**config.mk**
```make
export PLATFORM = sky130hd
export DESIGN_NAME = stmh_target_flat
export DESIGN_NICKNAME = d
export VERILOG_FILES = /design/src/stmh_pkg.sv /design/src/stmh_link_if.sv /design/src/stmh_target.sv /design/src/flat_wrapper.sv
export SDC_FILE = /design/constraint.sdc
export NUM_CORES = 1
export LEC_CHECK = 0
export BUFFER_PORTS_ARGS = -buffer_cell sky130_fd_sc_hd__buf_2
export CAP_MARGIN = 15
export CORE_MARGIN = 2
export CORE_UTILIZATION = 55
export CTS_CLUSTER_SIZE = 14
export DETAILED_ROUTE_END_ITERATION = 6
export HOLD_SLACK_MARGIN = 0.12
export PLACE_DENSITY = 0.8
export SLEW_MARGIN = 25
export SYNTH_ARGS = -nofsm -noshare
export SYNTH_HDL_FRONTEND = slang
export SYNTH_SLANG_ARGS = --single-unit
```
**constraint.sdc**
```tcl
create_clock -name pclk -period 3.65 [get_ports pclk]
set_input_delay 0.1825 -clock pclk [delete_from_list [all_inputs] [get_ports pclk]]
set_output_delay 0.1825 -clock pclk [all_outputs]
set_load 0.01 [all_outputs]
```
**src/stmh_pkg.sv**
```systemverilog
// package: message codes, limits and link layout for the tape target message handler
`default_nettype none
package stmh_pkg;
   localparam int ID_W = 3;
   localparam int N_INIT = 8;
   localparam int CNT_W = 4;
   // message codes
   localparam logic [7:0] MSG_DONE    = 8'h00;
   localparam logic [7:0] MSG_EXT     = 8'h01;
   localparam logic [7:0] MSG_SAVE    = 8'h02;
   localparam logic [7:0] MSG_RESTORE = 8'h03;
   localparam logic [7:0] MSG_DISC    = 8'h04;
   localparam logic [7:0] MSG_IDE     = 8'h05;
   localparam logic [7:0] MSG_ABORT   = 8'h06;
   localparam logic [7:0] MSG_REJECT  = 8'h07;
   localparam logic [7:0] MSG_NOP     = 8'h08;
   localparam logic [7:0] MSG_PARITY  = 8'h09;
   localparam logic [7:0] MSG_BDR     = 8'h0C;
   localparam logic [7:0] MSG_IDENT   = 8'h80;
   // identify fields
   localparam int IDENT_BIT = 7;
   localparam int GRANT_BIT = 6;
   localparam int ROUTINE_BIT = 5;
   localparam int UNIT_HI = 2;
   // synchronous request layout and limits
   localparam logic [7:0] EXT_LEN        = 8'h03;
   localparam logic [7:0] EXT_SDTR       = 8'h01;
   localparam logic [7:0] MIN_PERIOD     = 8'h3E;
   localparam logic [7:0] MAX_OFFSET     = 8'h0C;
   localparam logic [2:0] SDTR_LAST      = 3'h4;
   localparam logic [1:0] EXT_IDX_OFFSET = 2'h3;
   localparam logic [2:0] EXT_BYTES      = 3'h4;
   localparam logic [CNT_W-1:0] CANCEL_LIMIT = 4'h8;
   // sense ending codes
   localparam logic [1:0] SENSE_NONE  = 2'h0;
   localparam logic [1:0] SENSE_ABORT = 2'h1;
   localparam logic [1:0] SENSE_ERROR = 2'h2;
   // initiator controller register offsets
   localparam logic [7:0] OFS_TX   = 8'h00;
   localparam logic [7:0] OFS_CTRL = 8'h04;
   localparam logic [7:0] OFS_STAT = 8'h08;
   localparam logic [7:0] OFS_DPTR = 8'h0C;
   localparam logic [7:0] OFS_SPTR = 8'h10;
   localparam int CTRL_ATN = 0;
   localparam int CTRL_RST = 1;
   localparam int CTRL_SEL = 2;
   localparam int CTRL_ID_LO = 3;
   localparam int STAT_BSY = 8;
   localparam int STAT_SYNC = 9;
   localparam int STAT_PER_LO = 10;
   localparam int STAT_OFS_LO = 18;
   typedef enum logic [2:0] {S_FREE, S_CONN, S_EXT, S_SDTR, S_STAT, S_DONE} stmh_state_t;
endpackage : stmh_pkg
`default_nettype wire

```
**src/stmh_link_if.sv**
```systemverilog
// interface: message byte link between target and initiator
`default_nettype none
interface stmh_link_if;
   import stmh_pkg::*;
   logic            sel;
   logic [ID_W-1:0] sel_id;
   logic            atn;
   logic            i_vld;
   logic [7:0]      i_byte;
   logic            bus_rst;
   logic            bsy;
   logic            t_vld;
   logic [7:0]      t_byte;
   modport target (input sel, sel_id, atn, i_vld, i_byte, bus_rst,
                   output bsy, t_vld, t_byte);
   modport initiator (output sel, sel_id, atn, i_vld, i_byte, bus_rst,
                      input bsy, t_vld, t_byte);
endinterface : stmh_link_if
`default_nettype wire

```
**src/stmh_target.sv**
```systemverilog
// target end: message decode, synchronous negotiation and connection control
//
// Decided for this implementation: the register offsets and register access over APB.
`default_nettype none
module stmh_target
   import stmh_pkg::*;
(
   input  wire logic             pclk,
   input  wire logic             presetn,
   stmh_link_if.target           lk,
   input  wire logic             cmd_done,
   input  wire logic [7:0]       status_byte,
   input  wire logic             save_req,
   input  wire logic             restore_req,
   input  wire logic             disc_req,
   input  wire logic             fatal_req,
   input  wire logic             resel_req,
   input  wire logic [ID_W-1:0]  resel_id,
   output logic                  cmd_ready,
   output logic [ID_W-1:0]       cur_id,
   output logic                  sync_valid,
   output logic [7:0]            sync_period,
   output logic [7:0]            sync_offset,
   output logic [CNT_W-1:0]      cancel_count,
   output logic                  ptr_unsure,
   output logic [1:0]            sense_code,
   output logic                  clear_pending,
   output logic                  device_reset
);
   stmh_state_t      state_r;
   logic [ID_W-1:0]  id_r;
   logic             grant_r, unit_ok_r, just_neg_r, unsure_r, clr_r, bdr_r;
   logic [1:0]       sense_r;
   logic [1:0]       ext_idx_r;
   logic             ext_ok_r;
   logic [7:0]       ext_per_r, ext_ofs_r, rsp_per_r, rsp_ofs_r;
   logic [2:0]       sdtr_idx_r;
   logic             t_vld_r;
   logic [7:0]       t_byte_r, last_tx_r;
   logic             agr_v_r [N_INIT];
   logic [7:0]       agr_p_r [N_INIT];
   logic [7:0]       agr_o_r [N_INIT];
   logic [CNT_W-1:0] cnt_r   [N_INIT];

   // byte at position idx of the answering synchronous request
   function automatic logic [7:0] sdtr_byte(input logic [2:0] idx,
                                            input logic [7:0] per,
                                            input logic [7:0] ofs);
      unique case (idx)
         3'h0:    sdtr_byte = MSG_EXT;
         3'h1:    sdtr_byte = EXT_LEN;
         3'h2:    sdtr_byte = EXT_SDTR;
         3'h3:    sdtr_byte = per;
         default: sdtr_byte = ofs;
      endcase
   endfunction : sdtr_byte

   // incoming byte decode
   wire logic [7:0] rx       = lk.i_byte;
   wire logic       rx_conn  = lk.i_vld && (state_r == S_CONN);
   wire logic       rx_ident = rx_conn && rx[IDENT_BIT];
   wire logic       ident_unit_ok = !rx[ROUTINE_BIT] && (rx[UNIT_HI:0] == '0);
   wire logic       rx_ext   = rx_conn && !rx[IDENT_BIT] && (rx == MSG_EXT);
   wire logic       rx_ide   = rx_conn && (rx == MSG_IDE);
   wire logic       rx_rej   = rx_conn && (rx == MSG_REJECT);
   wire logic       rx_abort = rx_conn && (rx == MSG_ABORT);
   wire logic       rx_bdr   = rx_conn && (rx == MSG_BDR);
   wire logic       rx_par   = rx_conn && (rx == MSG_PARITY);
   wire logic       rx_nop   = rx_conn && (rx == MSG_NOP);
   // target-to-initiator codes arriving outbound are answered with reject
   wire logic       rx_bad   = rx_conn && !rx[IDENT_BIT] && !rx_ext && !rx_ide && !rx_rej
                               && !rx_abort && !rx_bdr && !rx_par && !rx_nop;
   // cancel only with attention, right after an agreement was made
   wire logic       cancel   = (rx_ide || rx_rej) && lk.atn && just_neg_r;
   wire logic [CNT_W-1:0] cnt_inc = cnt_r[id_r] + 1'b1;
   wire logic       ext_last = lk.i_vld && (state_r == S_EXT) && (ext_idx_r == EXT_IDX_OFFSET);
   wire logic       ext_good = ext_ok_r;
   // answer never faster nor deeper than asked or supported
   wire logic [7:0] ans_per  = (ext_per_r < MIN_PERIOD) ? MIN_PERIOD : ext_per_r;
   wire logic [7:0] ans_ofs  = (rx > MAX_OFFSET) ? MAX_OFFSET : rx;
   wire logic       rst_all  = lk.bus_rst || rx_bdr;

   // per-initiator agreement table and cancel counters
   always_ff @(posedge pclk or negedge presetn) begin
      if (!presetn) begin
         for (int i = 0; i < N_INIT; i++) begin
            agr_v_r[i] <= 1'b0;
            agr_p_r[i] <= '0;
            agr_o_r[i] <= '0;
            cnt_r[i]   <= '0;
         end
      end else if (rst_all) begin
         for (int i = 0; i < N_INIT; i++) begin
            agr_v_r[i] <= 1'b0;
            cnt_r[i]   <= '0;
         end
      end else if (cancel) begin
         agr_v_r[id_r] <= 1'b0;
         cnt_r[id_r]   <= cnt_inc;
      end else if (state_r == S_SDTR && sdtr_idx_r == SDTR_LAST) begin
         agr_v_r[id_r] <= 1'b1;
         agr_p_r[id_r] <= rsp_per_r;
         agr_o_r[id_r] <= rsp_ofs_r;
      end
   end

   // connection state machine and outgoing bytes
   always_ff @(posedge pclk or negedge presetn) begin
      if (!presetn) begin
         state_r    <= S_FREE;
         id_r       <= '0;
         grant_r    <= 1'b0;
         unit_ok_r  <= 1'b0;
         just_neg_r <= 1'b0;
         unsure_r   <= 1'b0;
         sense_r    <= SENSE_NONE;
         ext_idx_r  <= '0;
         ext_ok_r   <= 1'b0;
         ext_per_r  <= '0;
         rsp_per_r  <= '0;
         rsp_ofs_r  <= '0;
         sdtr_idx_r <= '0;
         t_vld_r    <= 1'b0;
         t_byte_r   <= '0;
         last_tx_r  <= '0;
         clr_r      <= 1'b0;
         bdr_r      <= 1'b0;
      end else begin
         t_vld_r <= 1'b0;
         clr_r   <= 1'b0;
         bdr_r   <= rx_bdr;
         // any byte after the answer, a cancel too, closes the window
         if (rx_conn) begin
            just_neg_r <= 1'b0;
         end
         if (lk.bus_rst) begin
            state_r <= S_FREE; // reset condition, not a silent free
         end else unique case (state_r)
            S_FREE: begin
               if (lk.sel) begin
                  state_r   <= S_CONN;
                  id_r      <= lk.sel_id;
                  grant_r   <= 1'b0;
                  unit_ok_r <= 1'b0;
                  unsure_r  <= 1'b0;
               end else if (resel_req) begin
                  // reselection re-identifies the path, grant kept
                  state_r   <= S_CONN;
                  id_r      <= resel_id;
                  t_vld_r   <= 1'b1;
                  t_byte_r  <= MSG_IDENT | {1'b0, grant_r, 6'h00};
                  last_tx_r <= MSG_IDENT | {1'b0, grant_r, 6'h00};
               end
            end
            S_CONN: begin
               if (rx_ident) begin
                  grant_r   <= rx[GRANT_BIT];
                  unit_ok_r <= ident_unit_ok;
               end else if (rx_ext) begin
                  state_r   <= S_EXT;
                  ext_idx_r <= '0;
                  ext_ok_r  <= 1'b1;
               end else if (cancel && cnt_inc > CANCEL_LIMIT) begin
                  state_r <= S_FREE;
               end else if (rx_ide) begin
                  unsure_r <= 1'b1;
               end else if (rx_abort) begin
                  clr_r   <= unit_ok_r;
                  sense_r <= SENSE_ABORT;
                  state_r <= S_FREE;
               end else if (rx_bdr) begin
                  state_r <= S_FREE;
               end else if (rx_par) begin
                  t_vld_r  <= 1'b1;
                  t_byte_r <= last_tx_r;
               end else if (rx_bad) begin
                  t_vld_r   <= 1'b1;
                  t_byte_r  <= MSG_REJECT;
                  last_tx_r <= MSG_REJECT;
               end else if (fatal_req) begin
                  sense_r <= SENSE_ERROR;
                  state_r <= S_FREE;
               end else if (cmd_done) begin
                  state_r <= S_STAT;
               end else if (disc_req && grant_r) begin
                  t_vld_r   <= 1'b1;
                  t_byte_r  <= MSG_DISC;
                  last_tx_r <= MSG_DISC;
                  state_r   <= S_FREE;
               end else if (save_req || restore_req) begin
                  t_vld_r   <= 1'b1;
                  t_byte_r  <= save_req ? MSG_SAVE : MSG_RESTORE;
                  last_tx_r <= save_req ? MSG_SAVE : MSG_RESTORE;
               end
            end
            S_EXT: begin
               if (lk.i_vld) begin
                  ext_idx_r <= ext_idx_r + 1'b1;
                  unique case (ext_idx_r)
                     2'h0:    ext_ok_r  <= ext_ok_r && (rx == EXT_LEN);
                     2'h1:    ext_ok_r  <= ext_ok_r && (rx == EXT_SDTR);
                     2'h2:    ext_per_r <= rx;
                     default: ext_ok_r  <= ext_ok_r;
                  endcase
               end
               if (ext_last) begin
                  if (!ext_good) begin
                     state_r   <= S_CONN;
                     t_vld_r   <= 1'b1;
                     t_byte_r  <= MSG_REJECT;
                     last_tx_r <= MSG_REJECT;
                  end else if (cnt_r[id_r] > CANCEL_LIMIT) begin
                     state_r <= S_FREE;
                  end else begin
                     state_r    <= S_SDTR;
                     sdtr_idx_r <= '0;
                     rsp_per_r  <= ans_per;
                     rsp_ofs_r  <= ans_ofs;
                  end
               end
            end
            S_SDTR: begin
               t_vld_r    <= 1'b1;
               t_byte_r   <= sdtr_byte(sdtr_idx_r, rsp_per_r, rsp_ofs_r);
               last_tx_r  <= sdtr_byte(sdtr_idx_r, rsp_per_r, rsp_ofs_r);
               sdtr_idx_r <= sdtr_idx_r + 1'b1;
               if (sdtr_idx_r == SDTR_LAST) begin
                  state_r    <= S_CONN;
                  just_neg_r <= 1'b1;
               end
            end
            S_STAT: begin
               t_vld_r   <= 1'b1;
               t_byte_r  <= status_byte;
               last_tx_r <= status_byte;
               state_r   <= S_DONE;
            end
            S_DONE: begin
               t_vld_r   <= 1'b1;
               t_byte_r  <= MSG_DONE;
               last_tx_r <= MSG_DONE;
               state_r   <= S_FREE;
            end
         endcase
      end
   end

   // busy stays up through the final byte so it precedes the release
   assign lk.bsy        = (state_r != S_FREE) || t_vld_r;
   assign lk.t_vld      = t_vld_r;
   assign lk.t_byte     = t_byte_r;
   assign cmd_ready     = (state_r == S_CONN) && !lk.i_vld;
   assign cur_id        = id_r;
   assign sync_valid    = agr_v_r[id_r];
   assign sync_period   = agr_p_r[id_r];
   assign sync_offset   = agr_o_r[id_r];
   assign cancel_count  = cnt_r[id_r];
   assign ptr_unsure    = unsure_r;
   assign sense_code    = sense_r;
   assign clear_pending = clr_r;
   assign device_reset  = bdr_r;
endmodule : stmh_target
`default_nettype wire

```
**src/flat_wrapper.sv**
```systemverilog
// flat-port wrapper written by rule: the top's interface ports become plain ports
module stmh_target_flat import stmh_pkg::*;
  (pclk, presetn, cmd_done, status_byte, save_req, restore_req, disc_req, fatal_req, resel_req, resel_id, cmd_ready, cur_id, sync_valid, sync_period, sync_offset, cancel_count, ptr_unsure, sense_code, clear_pending, device_reset, lk_sel, lk_sel_id, lk_atn, lk_i_vld, lk_i_byte, lk_bus_rst, lk_bsy, lk_t_vld, lk_t_byte);
  stmh_link_if lk_i ();
  input  wire logic pclk;
  input  wire logic presetn;
  input  wire logic cmd_done;
  input  wire logic [7:0] status_byte;
  input  wire logic save_req;
  input  wire logic restore_req;
  input  wire logic disc_req;
  input  wire logic fatal_req;
  input  wire logic resel_req;
  input  wire logic [ID_W-1:0] resel_id;
  output logic cmd_ready;
  output logic [ID_W-1:0] cur_id;
  output logic sync_valid;
  output logic [7:0] sync_period;
  output logic [7:0] sync_offset;
  output logic [CNT_W-1:0] cancel_count;
  output logic ptr_unsure;
  output logic [1:0] sense_code;
  output logic clear_pending;
  output logic device_reset;
  input wire logic [$bits(lk_i.sel)-1:0] lk_sel;
  input wire logic [$bits(lk_i.sel_id)-1:0] lk_sel_id;
  input wire logic [$bits(lk_i.atn)-1:0] lk_atn;
  input wire logic [$bits(lk_i.i_vld)-1:0] lk_i_vld;
  input wire logic [$bits(lk_i.i_byte)-1:0] lk_i_byte;
  input wire logic [$bits(lk_i.bus_rst)-1:0] lk_bus_rst;
  output wire logic [$bits(lk_i.bsy)-1:0] lk_bsy;
  output wire logic [$bits(lk_i.t_vld)-1:0] lk_t_vld;
  output wire logic [$bits(lk_i.t_byte)-1:0] lk_t_byte;
  assign lk_i.sel = lk_sel;
  assign lk_i.sel_id = lk_sel_id;
  assign lk_i.atn = lk_atn;
  assign lk_i.i_vld = lk_i_vld;
  assign lk_i.i_byte = lk_i_byte;
  assign lk_i.bus_rst = lk_bus_rst;
  assign lk_bsy = lk_i.bsy;
  assign lk_t_vld = lk_i.t_vld;
  assign lk_t_byte = lk_i.t_byte;
  stmh_target u_core (.pclk(pclk), .presetn(presetn), .lk(lk_i), .cmd_done(cmd_done), .status_byte(status_byte), .save_req(save_req), .restore_req(restore_req), .disc_req(disc_req), .fatal_req(fatal_req), .resel_req(resel_req), .resel_id(resel_id), .cmd_ready(cmd_ready), .cur_id(cur_id), .sync_valid(sync_valid), .sync_period(sync_period), .sync_offset(sync_offset), .cancel_count(cancel_count), .ptr_unsure(ptr_unsure), .sense_code(sense_code), .clear_pending(clear_pending), .device_reset(device_reset));
endmodule
```
* After elaboration in Yosys (flattened, before gate mapping)
Index checks and enable logic that the tools add are counted.
** Cells by class
- Add/subtract/negate cells :: 3
- Magnitude comparators :: 6
- Equality and inequality tests :: 56
- Muxes and demuxes :: 133
- Bitwise operators :: 12
- Reduce and logical (&&, ||, !) cells :: 70
** Operators with widths (count)
- 2-to-1 mux 8 bit :: 33
- bitwise mux 64 bit :: 2
- case mux 8 bit (6 select lines) :: 2
- 2-to-1 mux 3 bit :: 22
- 2-to-1 mux 32 bit :: 2
- binary-select mux 8 bit (select 3 bit) :: 2
- 2-to-1 mux 1 bit :: 42
- bitwise mux 32 bit :: 1
- logical AND 1 bit :: 29
- inequality test 2 bit (second input constant) :: 13
- demux 8 bit (select 3 bit) :: 1
- == test 8 x 3 -> 1 bit (second input constant) :: 3
- == test 8 x 4 -> 1 bit (second input constant) :: 3
- case mux 8 bit (3 select lines) :: 1
- 2-to-1 mux 2 bit :: 9
- case mux 3 bit (6 select lines) :: 1
- inequality test 2 x 1 -> 1 bit (second input constant) :: 8
- AND reduction 15 bit :: 1
- AND reduction 5 bit :: 3
- inequality test 7 x 4 -> 1 bit (second input constant) :: 2
- AND reduction 14 bit :: 1
- binary-select mux 4 bit (select 3 bit) :: 1
- demux 4 bit (select 3 bit) :: 1
- == test 3 x 2 -> 1 bit (second input constant) :: 4
- other kinds (48) :: 93
** Word-level totals
- Register bits :: 229
- Input port bits :: 34

* Longest topological paths before layout
- Depth in word-level cells :: 22
- Mapped depth :: 13
- Gate-level depth less buffers :: 9

* Worst setup path before layout
Ideal clock, no wire load.
- Path type :: reg2reg
- Start :: register u_core.id_r[1], in the netlist u_core.cur_id[1]
- End :: register u_core.t_byte_r[1], in the netlist u_core.lk.t_byte[1]
- Library setup time :: 128 ps
- Arrival time :: 3053 ps
- Required time :: 3522 ps
- Setup slack :: 470 ps
- Cell stages (with the launch flop) :: 13
- Buffers on the path :: 3
- Clock period less this slack :: 3180 ps
- Cell sequence :: dfrtp_1 buf_6 buf_8 mux2i_1 mux4_2 and2_1 clkbuf_1 inv_1 ha_1 and4b_1 o31ai_4 nand3_4 mux2_1
** On the way
- Word-level cells in the longest chain between the ends :: 9
** Ends and longest elaborated chain
- start: declaration :: RTL line stmh_target.sv:31 : logic [ID_W-1:0] id_r;
- start signal: assignment :: RTL line stmh_target.sv:142 : id_r <= lk.sel_id;
- start signal: assignment :: RTL line stmh_target.sv:149 : id_r <= resel_id;
- inverter 3 -> 4 bit
- binary-select mux 4 bit (select 3 bit)
- 2-to-1 mux 4 bit (2 in a row)
- named net cancel_count[0] :: RTL line flat_wrapper.sv:20 : output logic [CNT_W-1:0] cancel_count;
- adder 4 x 1 -> 4 bit :: RTL line stmh_target.sv:75 : wire logic [CNT_W-1:0] cnt_inc = cnt_r[id_r] + 1'b1;
- greater-than comparator 4 bit :: RTL line stmh_target.sv:163 : end else if (cancel && cnt_inc > CANCEL_LIMIT) begin
- logical AND 1 bit :: RTL line stmh_target.sv:163
- inequality test 2 bit (no source line)
- AND reduction 14 bit (no source line)
- end signal: assignment :: RTL line stmh_target.sv:151 : t_byte_r <= MSG_IDENT | {1'b0, grant_r, 6'h00};
- end signal: assignment :: RTL line stmh_target.sv:175 : t_byte_r <= last_tx_r;
- end signal: assignment :: RTL line stmh_target.sv:192 : t_byte_r <= save_req ? MSG_SAVE : MSG_RESTORE;
- end: declaration :: RTL line stmh_target.sv:39 : logic [7:0] t_byte_r, last_tx_r;
The timed path passes the listed nets, and every way through them passes these cells. The select of a mux whose other input is x is not followed.
A chain may end at the register's enable or synchronous reset.

* Worst setup path in the final report
- Start :: register u_core.id_r[1], in the netlist u_core.cur_id[1]
- End :: register u_core.t_byte_r[1], in the netlist u_core.lk.t_byte[1]
** On the way
- Word-level cells in the longest chain between the ends :: 9
** Ends and longest elaborated chain (RTL line)
- inverter 3 -> 4 bit (not written as such) :: stmh_target.sv:75
- binary-select mux 4 bit (select 3 bit) :: stmh_target.sv:75
- 2-to-1 mux 4 bit (not written as such) (2 in a row) :: stmh_target.sv:75
- adder 4 x 1 -> 4 bit :: stmh_target.sv:75
- greater-than comparator 4 bit :: stmh_target.sv:163
- logical AND 1 bit :: stmh_target.sv:163
- inequality test 2 bit (no source line)
- AND reduction 14 bit (no source line)
Every way passes these cells. The select of a mux whose other input is x is not followed.

==> metrics.txt <==
crit path DAT 3690 ps; met3 Usage GRT 4.20%; post-synthesis adder-cell area fraction 1.25%; initial antenna violation count 0; number of routed nets with antenna violations 0; Synth Instances 989; reg2reg start u_core.cur_id[1]; CTS tree done; Max Slew Vio Count 0; Synth cell types 63; Top FF cell, synth dfrtp_1; DR iter-0 viols 954; htree depth 1; status complete, no violations; Routed WL 29000 um; post-synth top area cell dfrtp_1; n_diodes 0; setup TNS 0 ps; GRT Overall Usage 27.5%; First-pass DRT Iterations 5; top-area cell type share of the netlist area 52.1%; Lkg Pwr 5.98 nW; share of layout cells above drive strength 1 28.9%; Hold Path Origin lk_sel; Routed WL per cell 21.4 um; Core Region 19500 um2; worst-path cell chain nand2b_1 -> mux4_2 -> and2_1 -> inv_1 -> ha_1 -> and4b_1 -> o31ai_4 -> nand3_4 -> mux2_1; final setup violation count 0; syn avg cell area 11.1 um2; hold path cells 4; Worst slew margin 35.1%; vias in the first global route 8723; synth top area cells dfrtp_1, mux2_2, a22oi_1; Site Rows 51; critical path's largest stage delay 500 ps; detailed-route via count 8550; RSZ-0062 raised after global routing false; Final min period 3270 ps; Critical Path Start Type flip-flop; compound-gate portion of the synthesized area 12.0%; Congestion Overflow GR 0; global-route wire length before repair 46600 um; DP Wirelength 18500 um; Max-Cap Viols 0; DRC 0; Data required, critical path 4070 ps; Crit Path Class reg -> reg; Area Overhead vs Synth 15.7%; FFs w/ async S/R, synth 100%; IO Pins 74; DIE HEIGHT 145 um; Post-synth EDFFs 0; crit path max fanout 10; Mapped Area 11000 um2; worst hold path type in -> reg; synthesis-stage register bit count 229; via density per instance 6.30; final hold viol count 0; PD cells 471 nW/um2; clk_lat worst skew 540 ps; clock slew at reported path FFs 60 ps; hold worst-path end u_core.lk.t_vld; port bufs 73; main combinational cell family by area after synthesis multiplexers; Worst path slowest cell mux4_2; fin util 65.2%; largest net degree at the start of global routing 110; reg2reg setup slack 380 ps; nature of the critical path endpoint flip-flop; Num CTS Buffers 25; number of fill cells 1517; Simple-Gate Fraction of Synth Area 12.4%; Least-Margin Pin Slew 973 ps; Synth Area in XOR/XNOR 0.239%; M1 GR Usage 37.4%; Final Cycle Share 89.5%; busiest grt layer met2; nets@finish 1119; global placement routability congestion 0.906; R2R cell count 9; mux cell area share after synthesis 18.4%; CTS sink count 229; Yosys warnings 0; met2 usage 45.9%; fmax 306 MHz; Peak VDD IR 390 uV; Die Wd 145 um; Max Root-Sink Buffers 3; syn_nets 1034; PostCTS Resize Cnt 0; reg2reg end u_core.lk.t_byte[1]; Clock Root Buffer clkbuf_16; Worst Skew 11.3 ps; post-synthesis sequential area ratio 52.1%; initial core utilization 56.4%; die area 21200 um2
registers in the layout, indices dropped and copies added, names as in the netlist, 2 cells and up:
name               cells
u_core.agr_o_r        64
u_core.agr_p_r        64
u_core.cnt_r          32
u_core.agr_v_r         8
u_core.ext_per_r       8
u_core.last_tx_r       8
u_core.lk.t_byte       8
u_core.rsp_ofs_r       8
u_core.rsp_per_r       8
u_core.cur_id          3
u_core.sdtr_idx_r      3
u_core.state_r         3
u_core.ext_idx_r       2
u_core.sense_code      2
critical path, delay by kind of cell, from the launching register on:
kind | cells | cell delay, ps
flip-flops | 1 | 480
AND/OR/NAND/NOR | 4 | 990
adder cells (fa/ha/maj) | 1 | 250
buffers and inverters | 1 | 130
AO/OA/AOI/OAI | 1 | 420
multiplexers | 2 | 870
Yosys cell counts, types with 3 or more instances:
| cell type | instances |
|---|---|
| mux2_1 | 7 |
| or4_1 | 3 |
| buf_2 | 16 |
| nand2b_1 | 5 |
| a21boi_0 | 3 |
| dfrtp_1 | 229 |
| mux2_2 | 145 |
| inv_1 | 24 |
| clkbuf_1 | 36 |
| nand2_1 | 111 |
| nand4_1 | 15 |
| clkbuf_2 | 3 |
| or3_1 | 3 |
| mux2i_1 | 13 |
| mux4_2 | 7 |
| and2_1 | 8 |
| a22oi_1 | 61 |
| a21oi_1 | 56 |
| nor2_1 | 47 |
| nor3_1 | 17 |
| o21ai_0 | 36 |
| a31oi_1 | 6 |
| a221oi_1 | 7 |
| buf_1 | 13 |
| nor3b_1 | 6 |
| o22ai_1 | 5 |
| nor2b_1 | 9 |
| o211ai_1 | 5 |
| ha_1 | 11 |
| nand3_1 | 34 |
| a22o_1 | 6 |
area by class of cell:
cell class,count,area (um2),share of cell area (%)
Clock buffer,36,717,5.63
Clock inverter,9,91.3,0.717
Inverter,24,90.1,0.707
Multi-Input combinational cell,666,4910,38.5
Sequential cell,229,5730,45.0
Tap cell,265,332,2.60
Timing Repair Buffer,128,873,6.86
timing repair:
action                                  in CTS  in global routing
buffers inserted                             0                  0
endpoints found under the hold margin      138                  0
endpoints found under the setup margin       0                  0
hold buffers                                24                  0
how the worst max path moves through the flow:
stage	slack, ps	to	start
5_1_grt	280	u_core.lk.t_byte[1]	u_core.cur_id[1]
3_3_place_gp	530	u_core.last_tx_r[3]	u_core.cur_id[1]
6_report	380	u_core.lk.t_byte[1]	u_core.cur_id[1]
4_1_cts	430	u_core.lk.t_byte[1]	u_core.cur_id[1]
2_1_floorplan	470	u_core.lk.t_byte[1]	u_core.cur_id[1]
3_5_place_dp	430	u_core.lk.t_byte[1]	u_core.cur_id[1]
through the flow:
step                      cell area, um2  worst slack (ps)  hold WS [ps]  cells  total power [W]
final                              12700               384           135   1357          0.00600
after global routing               12700               281           164   1357          0.00619
after CTS                          12700               434           140   1357          0.00600
after detailed placement           11700               433           309   1288          0.00353
after global placement             11700               532           302   1288          0.00351
after floorplan                    11000               470          -113    989          0.00319
placed cells by master (no fill, tap or decap), drive strengths merged, types with 7 or more instances in the layout:
cell type and count:
dfrtp 229, mux2 152, nand2 111, buf 104
a22oi 61, a21oi 57, nor2 47, o21ai 36
nand3 36, clkbuf 36, inv 26, dlygate4sd3 24
nor3 19, nand4 15, mux2i 15, ha 11
nor2b 9, and2 8, nor3b 8, a221oi 7
mux4 7
layer usage:
metal	up-vias	part of all wire, %
met2	385	49
met3	68	7.2
met4	0	2.6
met5	-	0
met1	4358	41
li1	3739	-
cells by family after synthesis:
logic type               count (synthesis)
AND/OR/NAND/NOR                        277
flip-flops                             229
AO/OA/AOI/OAI                          201
multiplexers                           174
buffers and inverters                   94
adder cells (fa/ha/maj)                 11
XOR/XNOR                                 3
power breakdown:
| part | internal [W] | leakage [nW] | switching [W] | total, W |
|---|---|---|---|---|
| Combinational | 0.000284 | 2.43 | 0.000551 | 0.000835 |
| Clock | 0.00145 | 0.405 | 0.00103 | 0.00248 |
| Sequential | 0.00261 | 3.15 | 0.0000706 | 0.00268 |
| Total | 0.00434 | 5.98 | 0.00165 | 0.00600 |
No activity file was read; power rests on OpenSTA's default activity.
